File: config.mk
export PLATFORM = sky130hd
export DESIGN_NAME = fof_top
export DESIGN_NICKNAME = d
export VERILOG_FILES = /design/src/hdl/fof_pkg.sv /design/src/hdl/fof_therm_dec.sv /design/src/hdl/fof_coder.sv /design/src/hdl/fof_top.sv
export SDC_FILE = /design/constraint.sdc
export NUM_CORES = 1
export LEC_CHECK = 0
export ABC_CLOCK_PERIOD_IN_PS = 7400
export BUFFER_PORTS_ARGS = -buffer_cell sky130_fd_sc_hd__buf_4
export CORE_MARGIN = 8
export CORE_UTILIZATION = 47
export DETAILED_ROUTE_END_ITERATION = 10
export PLACE_DENSITY = 0.8
export SETUP_SLACK_MARGIN = 0.3
export SYNTH_ARGS = -nofsm -noshare
export SYNTH_HDL_FRONTEND = slang
export SYNTH_SLANG_ARGS = --single-unit
export TNS_END_PERCENT = 1
File: constraint.sdc
create_clock -name clk -period 7.4 [get_ports clk]
set_input_delay 0.37 -clock clk [delete_from_list [all_inputs] [get_ports clk]]
set_output_delay 0.37 -clock clk [all_outputs]
set_load 0.05 [all_outputs]
File: src/hdl/fof_pkg.sv
package fof_pkg;

  // ==========================================================
  // Sizes
  localparam int unsigned WORD_W      = 8;
  localparam int unsigned CMP_N       = 256;
  localparam int unsigned BUS_AW      = 5;
  localparam int unsigned BUS_DW      = 32;
  localparam int unsigned IRQ_W       = 2;
  // Nominal conversion rate; the fabric clock sets the real one
  localparam int unsigned SAMPLE_RATE_MSPS = 300;

  // ==========================================================
  // Register byte offsets
  localparam logic [BUS_AW-1:0] OFS_CTRL     = 5'h00;
  localparam logic [BUS_AW-1:0] OFS_STATUS   = 5'h04;
  localparam logic [BUS_AW-1:0] OFS_INT_STAT = 5'h08;
  localparam logic [BUS_AW-1:0] OFS_INT_MASK = 5'h0C;
  localparam logic [BUS_AW-1:0] OFS_COUNT    = 5'h10;

  // ==========================================================
  // Field positions
  localparam int unsigned CTRL_MSB_INV   = 0;
  localparam int unsigned CTRL_LOW_INV   = 1;
  localparam int unsigned CTRL_VALID_POL = 2;
  localparam int unsigned CTRL_ENABLE    = 3;
  localparam int unsigned STAT_OVER      = 8;
  localparam int unsigned INT_OVER       = 0;
  localparam int unsigned INT_BUBBLE     = 1;

  // ==========================================================
  // Reset values
  localparam logic        CTRL_ENABLE_RST = 1'h1;
  localparam logic [IRQ_W-1:0] INT_MASK_RST = 2'h0;

  // ==========================================================
  // Carriers
  typedef struct packed {
    logic msb_invert_ctl;
    logic lower_bits_invert_ctl;
    logic valid_polarity_ctl;
    logic enable;
  } fof_ctrl_t;

  typedef struct packed {
    logic [WORD_W-1:0] word;
    logic              over;
    logic              bubble;
  } fof_sample_t;

  typedef struct packed {
    logic [BUS_AW-1:0] address;
    logic              read;
    logic              write;
    logic [BUS_DW-1:0] writedata;
    logic [3:0]        byteenable;
  } fof_avm_req_t;

endpackage : fof_pkg

File: src/hdl/fof_therm_dec.sv
`timescale 1ns/10ps
module fof_therm_dec
  import fof_pkg::*;
#(
  parameter int unsigned N_CMP = CMP_N,
  parameter int unsigned W     = WORD_W
) (
  input  wire logic [N_CMP-1:0] therm,
  output fof_sample_t           dec
);

  // ==========================================================
  // Checks
  if (N_CMP != (1 << W)) begin : g_bad_size
    $error("comparator count must equal two to the word width");
  end

  // ==========================================================
  // Decode
  // Edge needs two adjacent ones: a lone sparkle above the true edge is
  // ignored, so a bubble costs at most two codes; a sparkle on the top comparator alone still sets over
  always_comb begin
    dec = '0;
    if (therm[0]) begin
      dec.word = W'(1);
    end
    for (int i = 1; i < N_CMP - 1; i++) begin
      if (therm[i] && therm[i-1]) begin
        dec.word = W'(i + 1);
      end
      if (therm[i] && !therm[i-1]) begin
        dec.bubble = 1'b1;
      end
    end
    dec.over = therm[N_CMP-1];
  end

endmodule : fof_therm_dec

File: src/hdl/fof_coder.sv
`timescale 1ns/10ps
module fof_coder
  import fof_pkg::*;
#(
  parameter int unsigned W = WORD_W
) (
  input  wire logic [W-1:0] raw,
  input  wire logic         over,
  input  wire logic         msb_inv,
  input  wire logic         low_inv,
  output logic      [W-1:0] word
);

  // ==========================================================
  // Checks
  if (W < 2) begin : g_bad_width
    $error("word width must be at least two");
  end

  // ==========================================================
  // Coding
  logic [W-1:0] forced;

  always_comb begin
    forced = over ? {W{1'b1}} : raw;
    word   = forced ^ {msb_inv, {(W-1){low_inv}}};
  end

endmodule : fof_coder

File: src/hdl/fof_top.sv
// Overview of operation
// - Each conversion result leaves as one 8-bit parallel word.
// - One word is produced per clock, for a nominal rate of 300 MSPS.
// - The two inversion controls select straight, inverted, two's or inverted two's coding.
// - An inversion control that is never set reads as zero, giving straight binary.
// - Thermometer decoding keeps a single sparkle error within two codes, except a sparkle on the top comparator, which alone raises overrange.
// - A valid flag marks when the output word may be taken.
// - The valid flag passes the same pipeline delay as the data word.
// - A polarity control selects the sense of the valid flag.
// - The top control inverts only the top bit, the lower control the seven lower bits.
// - Above full scale the overrange bit goes high; at or above it all eight data bits go high in straight coding.
// - The word appears one clock after the sample is taken.
//
// Our own choices: the register addresses and register access over Avalon-MM.
`timescale 1ns/10ps
module fof_top
  import fof_pkg::*;
#(
  parameter int unsigned N_CMP = CMP_N,
  parameter int unsigned W     = WORD_W
) (
  input  wire logic              clk,
  input  wire logic              rst,
  input  wire logic [N_CMP-1:0]  therm,
  input  wire logic              therm_valid,
  input  wire logic [BUS_AW-1:0] avs_address,
  input  wire logic              avs_read,
  input  wire logic              avs_write,
  input  wire logic [BUS_DW-1:0] avs_writedata,
  input  wire logic [3:0]        avs_byteenable,
  output logic      [BUS_DW-1:0] avs_readdata,
  output logic                   avs_waitrequest,
  output logic      [W-1:0]      sample_word,
  output logic                   overrange_bit,
  output logic                   sample_valid_flag,
  output logic                   irq
);

  // ==========================================================
  // Checks
  if (W != WORD_W) begin : g_bad_word
    $error("word width must match the register layout");
  end
  if (N_CMP != (1 << W)) begin : g_bad_cmp
    $error("comparator count must equal two to the word width");
  end

  // ==========================================================
  // State
  typedef struct packed {
    fof_ctrl_t         ctrl;
    logic [N_CMP-1:0]  therm;
    logic              taken;
    logic [W-1:0]      word;
    logic              over;
    logic              ready;
    logic              flag;
    logic [W-1:0]      last_word;
    logic              last_over;
    logic [BUS_DW-1:0] count;
    logic [IRQ_W-1:0]  int_stat;
    logic [IRQ_W-1:0]  int_mask;
    logic              irq;
    logic              wait_req;
    logic [BUS_DW-1:0] rdata;
  } fof_state_t;

  fof_state_t   s_q;
  fof_state_t   s_d;
  fof_avm_req_t req;
  fof_sample_t  dec;
  logic [W-1:0] coded;
  logic [BUS_DW-1:0] rd_mux;
  logic [IRQ_W-1:0]  ev;
  logic [IRQ_W-1:0]  clr;
  logic              wr_now;

  // ==========================================================
  // Datapath pieces
  fof_therm_dec #(
    .N_CMP (N_CMP),
    .W     (W)
  ) u_dec (
    .therm (s_q.therm),
    .dec   (dec)
  );

  fof_coder #(
    .W (W)
  ) u_coder (
    .raw     (dec.word),
    .over    (dec.over),
    .msb_inv (s_q.ctrl.msb_invert_ctl),
    .low_inv (s_q.ctrl.lower_bits_invert_ctl),
    .word    (coded)
  );

  // ==========================================================
  // Bus request bundle
  always_comb begin
    req.address    = avs_address;
    req.read       = avs_read;
    req.write      = avs_write;
    req.writedata  = avs_writedata;
    req.byteenable = avs_byteenable;
  end

  // ==========================================================
  // Read mux
  // Unmapped offsets read as zero
  always_comb begin
    rd_mux = '0;
    case (req.address)
      OFS_CTRL: begin
        rd_mux[CTRL_MSB_INV]   = s_q.ctrl.msb_invert_ctl;
        rd_mux[CTRL_LOW_INV]   = s_q.ctrl.lower_bits_invert_ctl;
        rd_mux[CTRL_VALID_POL] = s_q.ctrl.valid_polarity_ctl;
        rd_mux[CTRL_ENABLE]    = s_q.ctrl.enable;
      end
      OFS_STATUS: begin
        rd_mux[W-1:0]     = s_q.last_word;
        rd_mux[STAT_OVER] = s_q.last_over;
      end
      OFS_INT_STAT: begin
        rd_mux[IRQ_W-1:0] = s_q.int_stat;
      end
      OFS_INT_MASK: begin
        rd_mux[IRQ_W-1:0] = s_q.int_mask;
      end
      OFS_COUNT: begin
        rd_mux = s_q.count;
      end
      default: begin
        rd_mux = '0;
      end
    endcase
  end

  // ==========================================================
  // Next state
  always_comb begin
    s_d    = s_q;
    ev     = '0;
    clr    = '0;
    wr_now = req.write && !s_q.wait_req && req.byteenable[0];

    // Sample capture: comparators latch into this stage
    s_d.taken = therm_valid && s_q.ctrl.enable;
    if (s_d.taken) begin
      s_d.therm = therm;
    end

    // Output stage, one clock behind capture
    s_d.ready = s_q.taken;
    if (s_q.taken) begin
      s_d.word = coded;
      s_d.over = dec.over;
      s_d.count = s_q.count + BUS_DW'(1);
      ev[INT_OVER]   = dec.over;
      ev[INT_BUBBLE] = dec.bubble;
    end
    // Flag tracks the word stage, sense set by software
    s_d.flag = s_d.ready ^ s_q.ctrl.valid_polarity_ctl;

    // Snapshot for software of the word last driven
    if (s_q.ready) begin
      s_d.last_word = s_q.word;
      s_d.last_over = s_q.over;
    end

    // Bus: one wait cycle, then a one-cycle grant
    if ((req.read || req.write) && s_q.wait_req) begin
      s_d.wait_req = 1'b0;
      s_d.rdata    = rd_mux;
    end else begin
      s_d.wait_req = 1'b1;
    end

    if (wr_now) begin
      case (req.address)
        OFS_CTRL: begin
          s_d.ctrl.msb_invert_ctl        = req.writedata[CTRL_MSB_INV];
          s_d.ctrl.lower_bits_invert_ctl = req.writedata[CTRL_LOW_INV];
          s_d.ctrl.valid_polarity_ctl    = req.writedata[CTRL_VALID_POL];
          s_d.ctrl.enable                = req.writedata[CTRL_ENABLE];
        end
        OFS_INT_STAT: begin
          clr = req.writedata[IRQ_W-1:0];
        end
        OFS_INT_MASK: begin
          s_d.int_mask = req.writedata[IRQ_W-1:0];
        end
        OFS_COUNT: begin
          s_d.count = '0;
        end
        default: begin
          clr = '0;
        end
      endcase
    end

    // A new event outruns a clear in the same cycle
    s_d.int_stat = (s_q.int_stat & ~clr) | ev;
    s_d.irq      = |(s_d.int_stat & s_d.int_mask);
  end

  // ==========================================================
  // Registers
  // Inversion controls come up clear so coding starts straight
  always_ff @(posedge clk) begin
    if (rst) begin
      s_q                                <= '0;
      s_q.ctrl.msb_invert_ctl            <= 1'b0;
      s_q.ctrl.lower_bits_invert_ctl     <= 1'b0;
      s_q.ctrl.enable                    <= CTRL_ENABLE_RST;
      s_q.int_mask                       <= INT_MASK_RST;
      s_q.wait_req                       <= 1'b1;
    end else begin
      s_q <= s_d;
    end
  end

  // ==========================================================
  // Outputs
  always_comb begin
    avs_readdata      = s_q.rdata;
    avs_waitrequest   = s_q.wait_req;
    sample_word       = s_q.word;
    overrange_bit     = s_q.over;
    sample_valid_flag = s_q.flag;
    irq               = s_q.irq;
  end

endmodule : fof_top

==> summary.md <==
| Metric | Value |
|---|---|
| Synth Area in Adders | 0.0688% |
| Filler cell count | roughly 3600 |
| Worst slew margin | between 10% and 20% |
| Syn-to-layout area delta | 19.6% |
| Worst hold path depth | 3 |
| Post-DP Area | 0.0206 mm^2 |
| # IOs | about 350 |
| Crit path capture | sample_word[0] |
| Switching power total | around 1.4 mW |
| Worst-path clk slew | 0.06 ns |
| Die area | 0.0453 mm^2 |
| Initial DRC count | 2215 |
| Post-CTS Resized | 0 |
| Largest net degree at the start of global routing | 130 |
| Logic pwr share | about 17% |
| Sequential area share after synthesis | between 30% and 40% |
| Port bufs | between 300 and 400 |
| Vias after detailed routing | between 15000 and 20000 |
| Worst slew pin tran | 1.24 ns |
| Non-Filler Instances | 3344 |
| Worst hold margin | a little under 0.05 ns |
| Inserted Clock Buffers | 37 |
| Max-Cap Viols | 0 |
| Critical path origin | s_q[282] |
| Internal power | ~3.4 mW |
| CP max stage cell | a2111oi_0 |
| Worst VDD drop | about 160 uV |
| Post-Route Skew | about 0.017 ns |
| Initial Util | between 40% and 50% |
| CTS Sinks | roughly 350 |
| Hold Fails Final Rpt | 0 |
| CP Launch Type | register |
| Most Frequent Cell on Critical Path | a211o_1 |
| Reg2Reg Setup Slack | about 4.4 ns |
| Mean routed wirelength per cell | roughly 19 um |
| Register area | about 0.007 mm^2 |
| Hold buffer count at CTS | 0 |
| Netlist Area Pre-Place | between 0.015 and 0.02 mm^2 |
| Pleak | 8.64 nW |
| Seq pwr share | between 40 and 50% |
| Final setup vio count | 0 |
| Syn avg cell area | approximately 7 um^2 |
| FF-to-FF Start | s_q[282] |
| Setup crit end kind | register |
| Diodes inserted | 0 |
| TritonCTS clock tree | done |
| Crit path DAT | approximately 3.4 ns |
| Placeable Area | 0.0385 mm^2 |
| CP peak stage delay | a little over 0.6 ns |
| Root Buffer | clkbuf_16 |
| Post-route cell area | about 0.022 mm^2 |
| Multiplexer area fraction after synthesis | about 1.1% |
| Final Critical Period | ~3 ns |
| Post-CTS Setup Bufs | 0 |
| Max Freq | between 300 and 400 MHz |
| H-Tree Depth | 2 |
| Xor-xnor portion of the synthesized cell area | 1.49% |
| Crit-path max FO | 6 |
| Cell count after synthesis | about 2600 |
| Syn_nets | 2900 |
| Reg2Reg Depth | 8 |
| Util after Layout | 56.5% |
| Setup WS pre-CTS | roughly 4.5 ns |
| FFs w/ async S/R, synth | 0% |
| # rows | slightly above 70 |
| Nets | approximately 3100 |
| Placed cell count | between 3000 and 4000 |
| Setup Crit Path Kind | register to register |
| Final setup TNS | 0 ns |
| DRC Markers | 0 |
| #FFs+latches synth | between 300 and 400 |
| Net Sw Frac | roughly 30% |
| CP Cell Sequence | nor2b_1 > o32ai_1 > a211o_1 > a211o_1 > a2111oi_0 > o211ai_1 > a31oi_1 > o221ai_1 |
| Clock Power Share | 38.9% |
| Status | completed |
| Vias per cell | between 5 and 6 |
| Layout cells sized above 1 | 13.9% |
| RD Place Congestion | 1.01 |
| Most used DFF post-synth | dfxtp_1 |
| Total wire length | approximately 63000 um |
| Largest family of logic cells by synthesized area | simple AND/OR/NAND/NOR gates |
| Final-report max-slew violation count | 0 |
| CTS Buffer Depth | 3 |
| Area share of and/or/nand/nor cells after synthesis | ~28% |
| Crit path required time | 7.81 ns |
| Final period util | 40.4% |
| Grt ovf | 0 |
| First-pass GRT wire length | between 90000 and 100000 um |
| Capturing point of the worst reg2reg path | sample_word[0] |
| Chip width | approximately 210 um |
| Post-synth EDFFs | 0 |
| Area occupied by multi-input gates | 0.0104 mm^2 |
| Warning count from the yosys run | 0 |
| All-layer global routing usage | roughly 27% |
| PwrDens | roughly 220 mW/mm^2 |
| Final Total Pwr | between 4 and 5 mW |
| HP Class | input pin to register |
| Die H | between 200 and 250 um |
| DP Wirelength | just under 50000 um |
| Antenna violations before repair | 0 |
| Drt first pass iters | 8 |
| Final setup margin | 4.41 ns |
| Clock latency on the worst-skew pair | 0.56 ns |
| Unrepaired setup endpoints after global routing | false |
| Antenna-violating nets left | 0 |
| Synth Area in Compound Gates | 26.8% |
| Vias in the first global route | 18300 |
| Distinct cells, synth | 70 |
-- state kept, by name (all words and copies together) (netlist names) --
name and flops:
s_q 306, avs_readdata 32, s_d 1, sample_word 8, sample_valid_flag 1, irq 1, overrange_bit 1, avs_waitrequest 1
-- metal layers --
metal	up-vias	part of all wire [%]	global-route usage (%)
met5	-	0	0
met4	0	3.9	10.7
met3	133	7.9	5.11
met2	714	47	44.7
met1	9083	42	34.2
li1	9561	-	-
-- synth_stat cells (18+ instances only) --
library cell,instances,area share [%]
o21ai_1,42,1.2
nor2b_1,20,0.69
nand2_1,776,16
nor2_1,122,2.5
nand4_1,64,2.2
buf_4,40,1.7
xor2_1,19,0.91
clkbuf_1,105,2.2
nor4_1,19,0.65
a21oi_1,350,9.6
nand3_1,62,1.7
o21ai_0,270,7.4
a31oi_1,19,0.65
nor3_1,19,0.52
o21a_1,18,0.74
dfxtp_1,351,39
-- cells in the final DEF, fill, tap and decap left out, types with 18 or more instances in the layout --
master / instances
nand2_1: 775
dfxtp_1: 351
a21oi_1: 350
buf_4: 323
o21ai_0: 270
nor2_1: 122
nand4_1: 64
nand3_1: 62
o21ai_1: 41
clkbuf_16: 37
nor2b_1: 20
nor4_1: 19
a31oi_1: 19
xor2_1: 19
o21a_1: 18
nor3_1: 18
-- worst min-delay path by stage --
stage                startpoint          endpoint  slack [ns]
6_report       avs_writedata[3]          s_q[347]        0.05
3_5_place_dp   avs_readdata[26]  avs_readdata[26]        0.45
3_3_place_gp   avs_readdata[26]  avs_readdata[26]        0.44
2_1_floorplan  avs_readdata[11]  avs_readdata[11]        0.43
4_1_cts        avs_writedata[3]          s_q[347]        0.02
5_1_grt              therm[186]          s_q[277]        0.04
-- final cells by class --
| class | count | area share, % |
|---|---|---|
| multi-input combinational | 2071 | 47.7 |
| clock buffer | 46 | 4.55 |
| clock inverter | 17 | 0.949 |
| tap | 518 | 2.98 |
| timing repair buffer | 324 | 11.2 |
| inverter | 17 | 0.293 |
| sequential | 351 | 32.3 |
-- power groups by stage --
stage | sequential (mW) | clock [mW] | combinational (mW)
after floorplan | 2.11 | 0 | 0.472
after global placement | 2.15 | 0 | 0.762
after detailed placement | 2.16 | 0 | 0.773
after CTS | 2.12 | 1.88 | 0.777
after global routing | 2.14 | 1.95 | 0.851
final | 2.12 | 1.85 | 0.785
-- worst max-delay path, delay by kind of cell, from the launching register on --
kind               cells  cell delay [ns]
AOI/OAI and AO/OA      7             2.18
DFF                    1             0.44
and+or+nand+nor        1             0.23
-- logic make-up after synthesis --
logic type      after synthesis
mux                          19
buf+inv                     175
flops                       351
fa+ha+maj                     1
compound gates              854
xor+xnor                     31
simple gates               1166
Note: power is estimated with default switching activity, not from simulation.
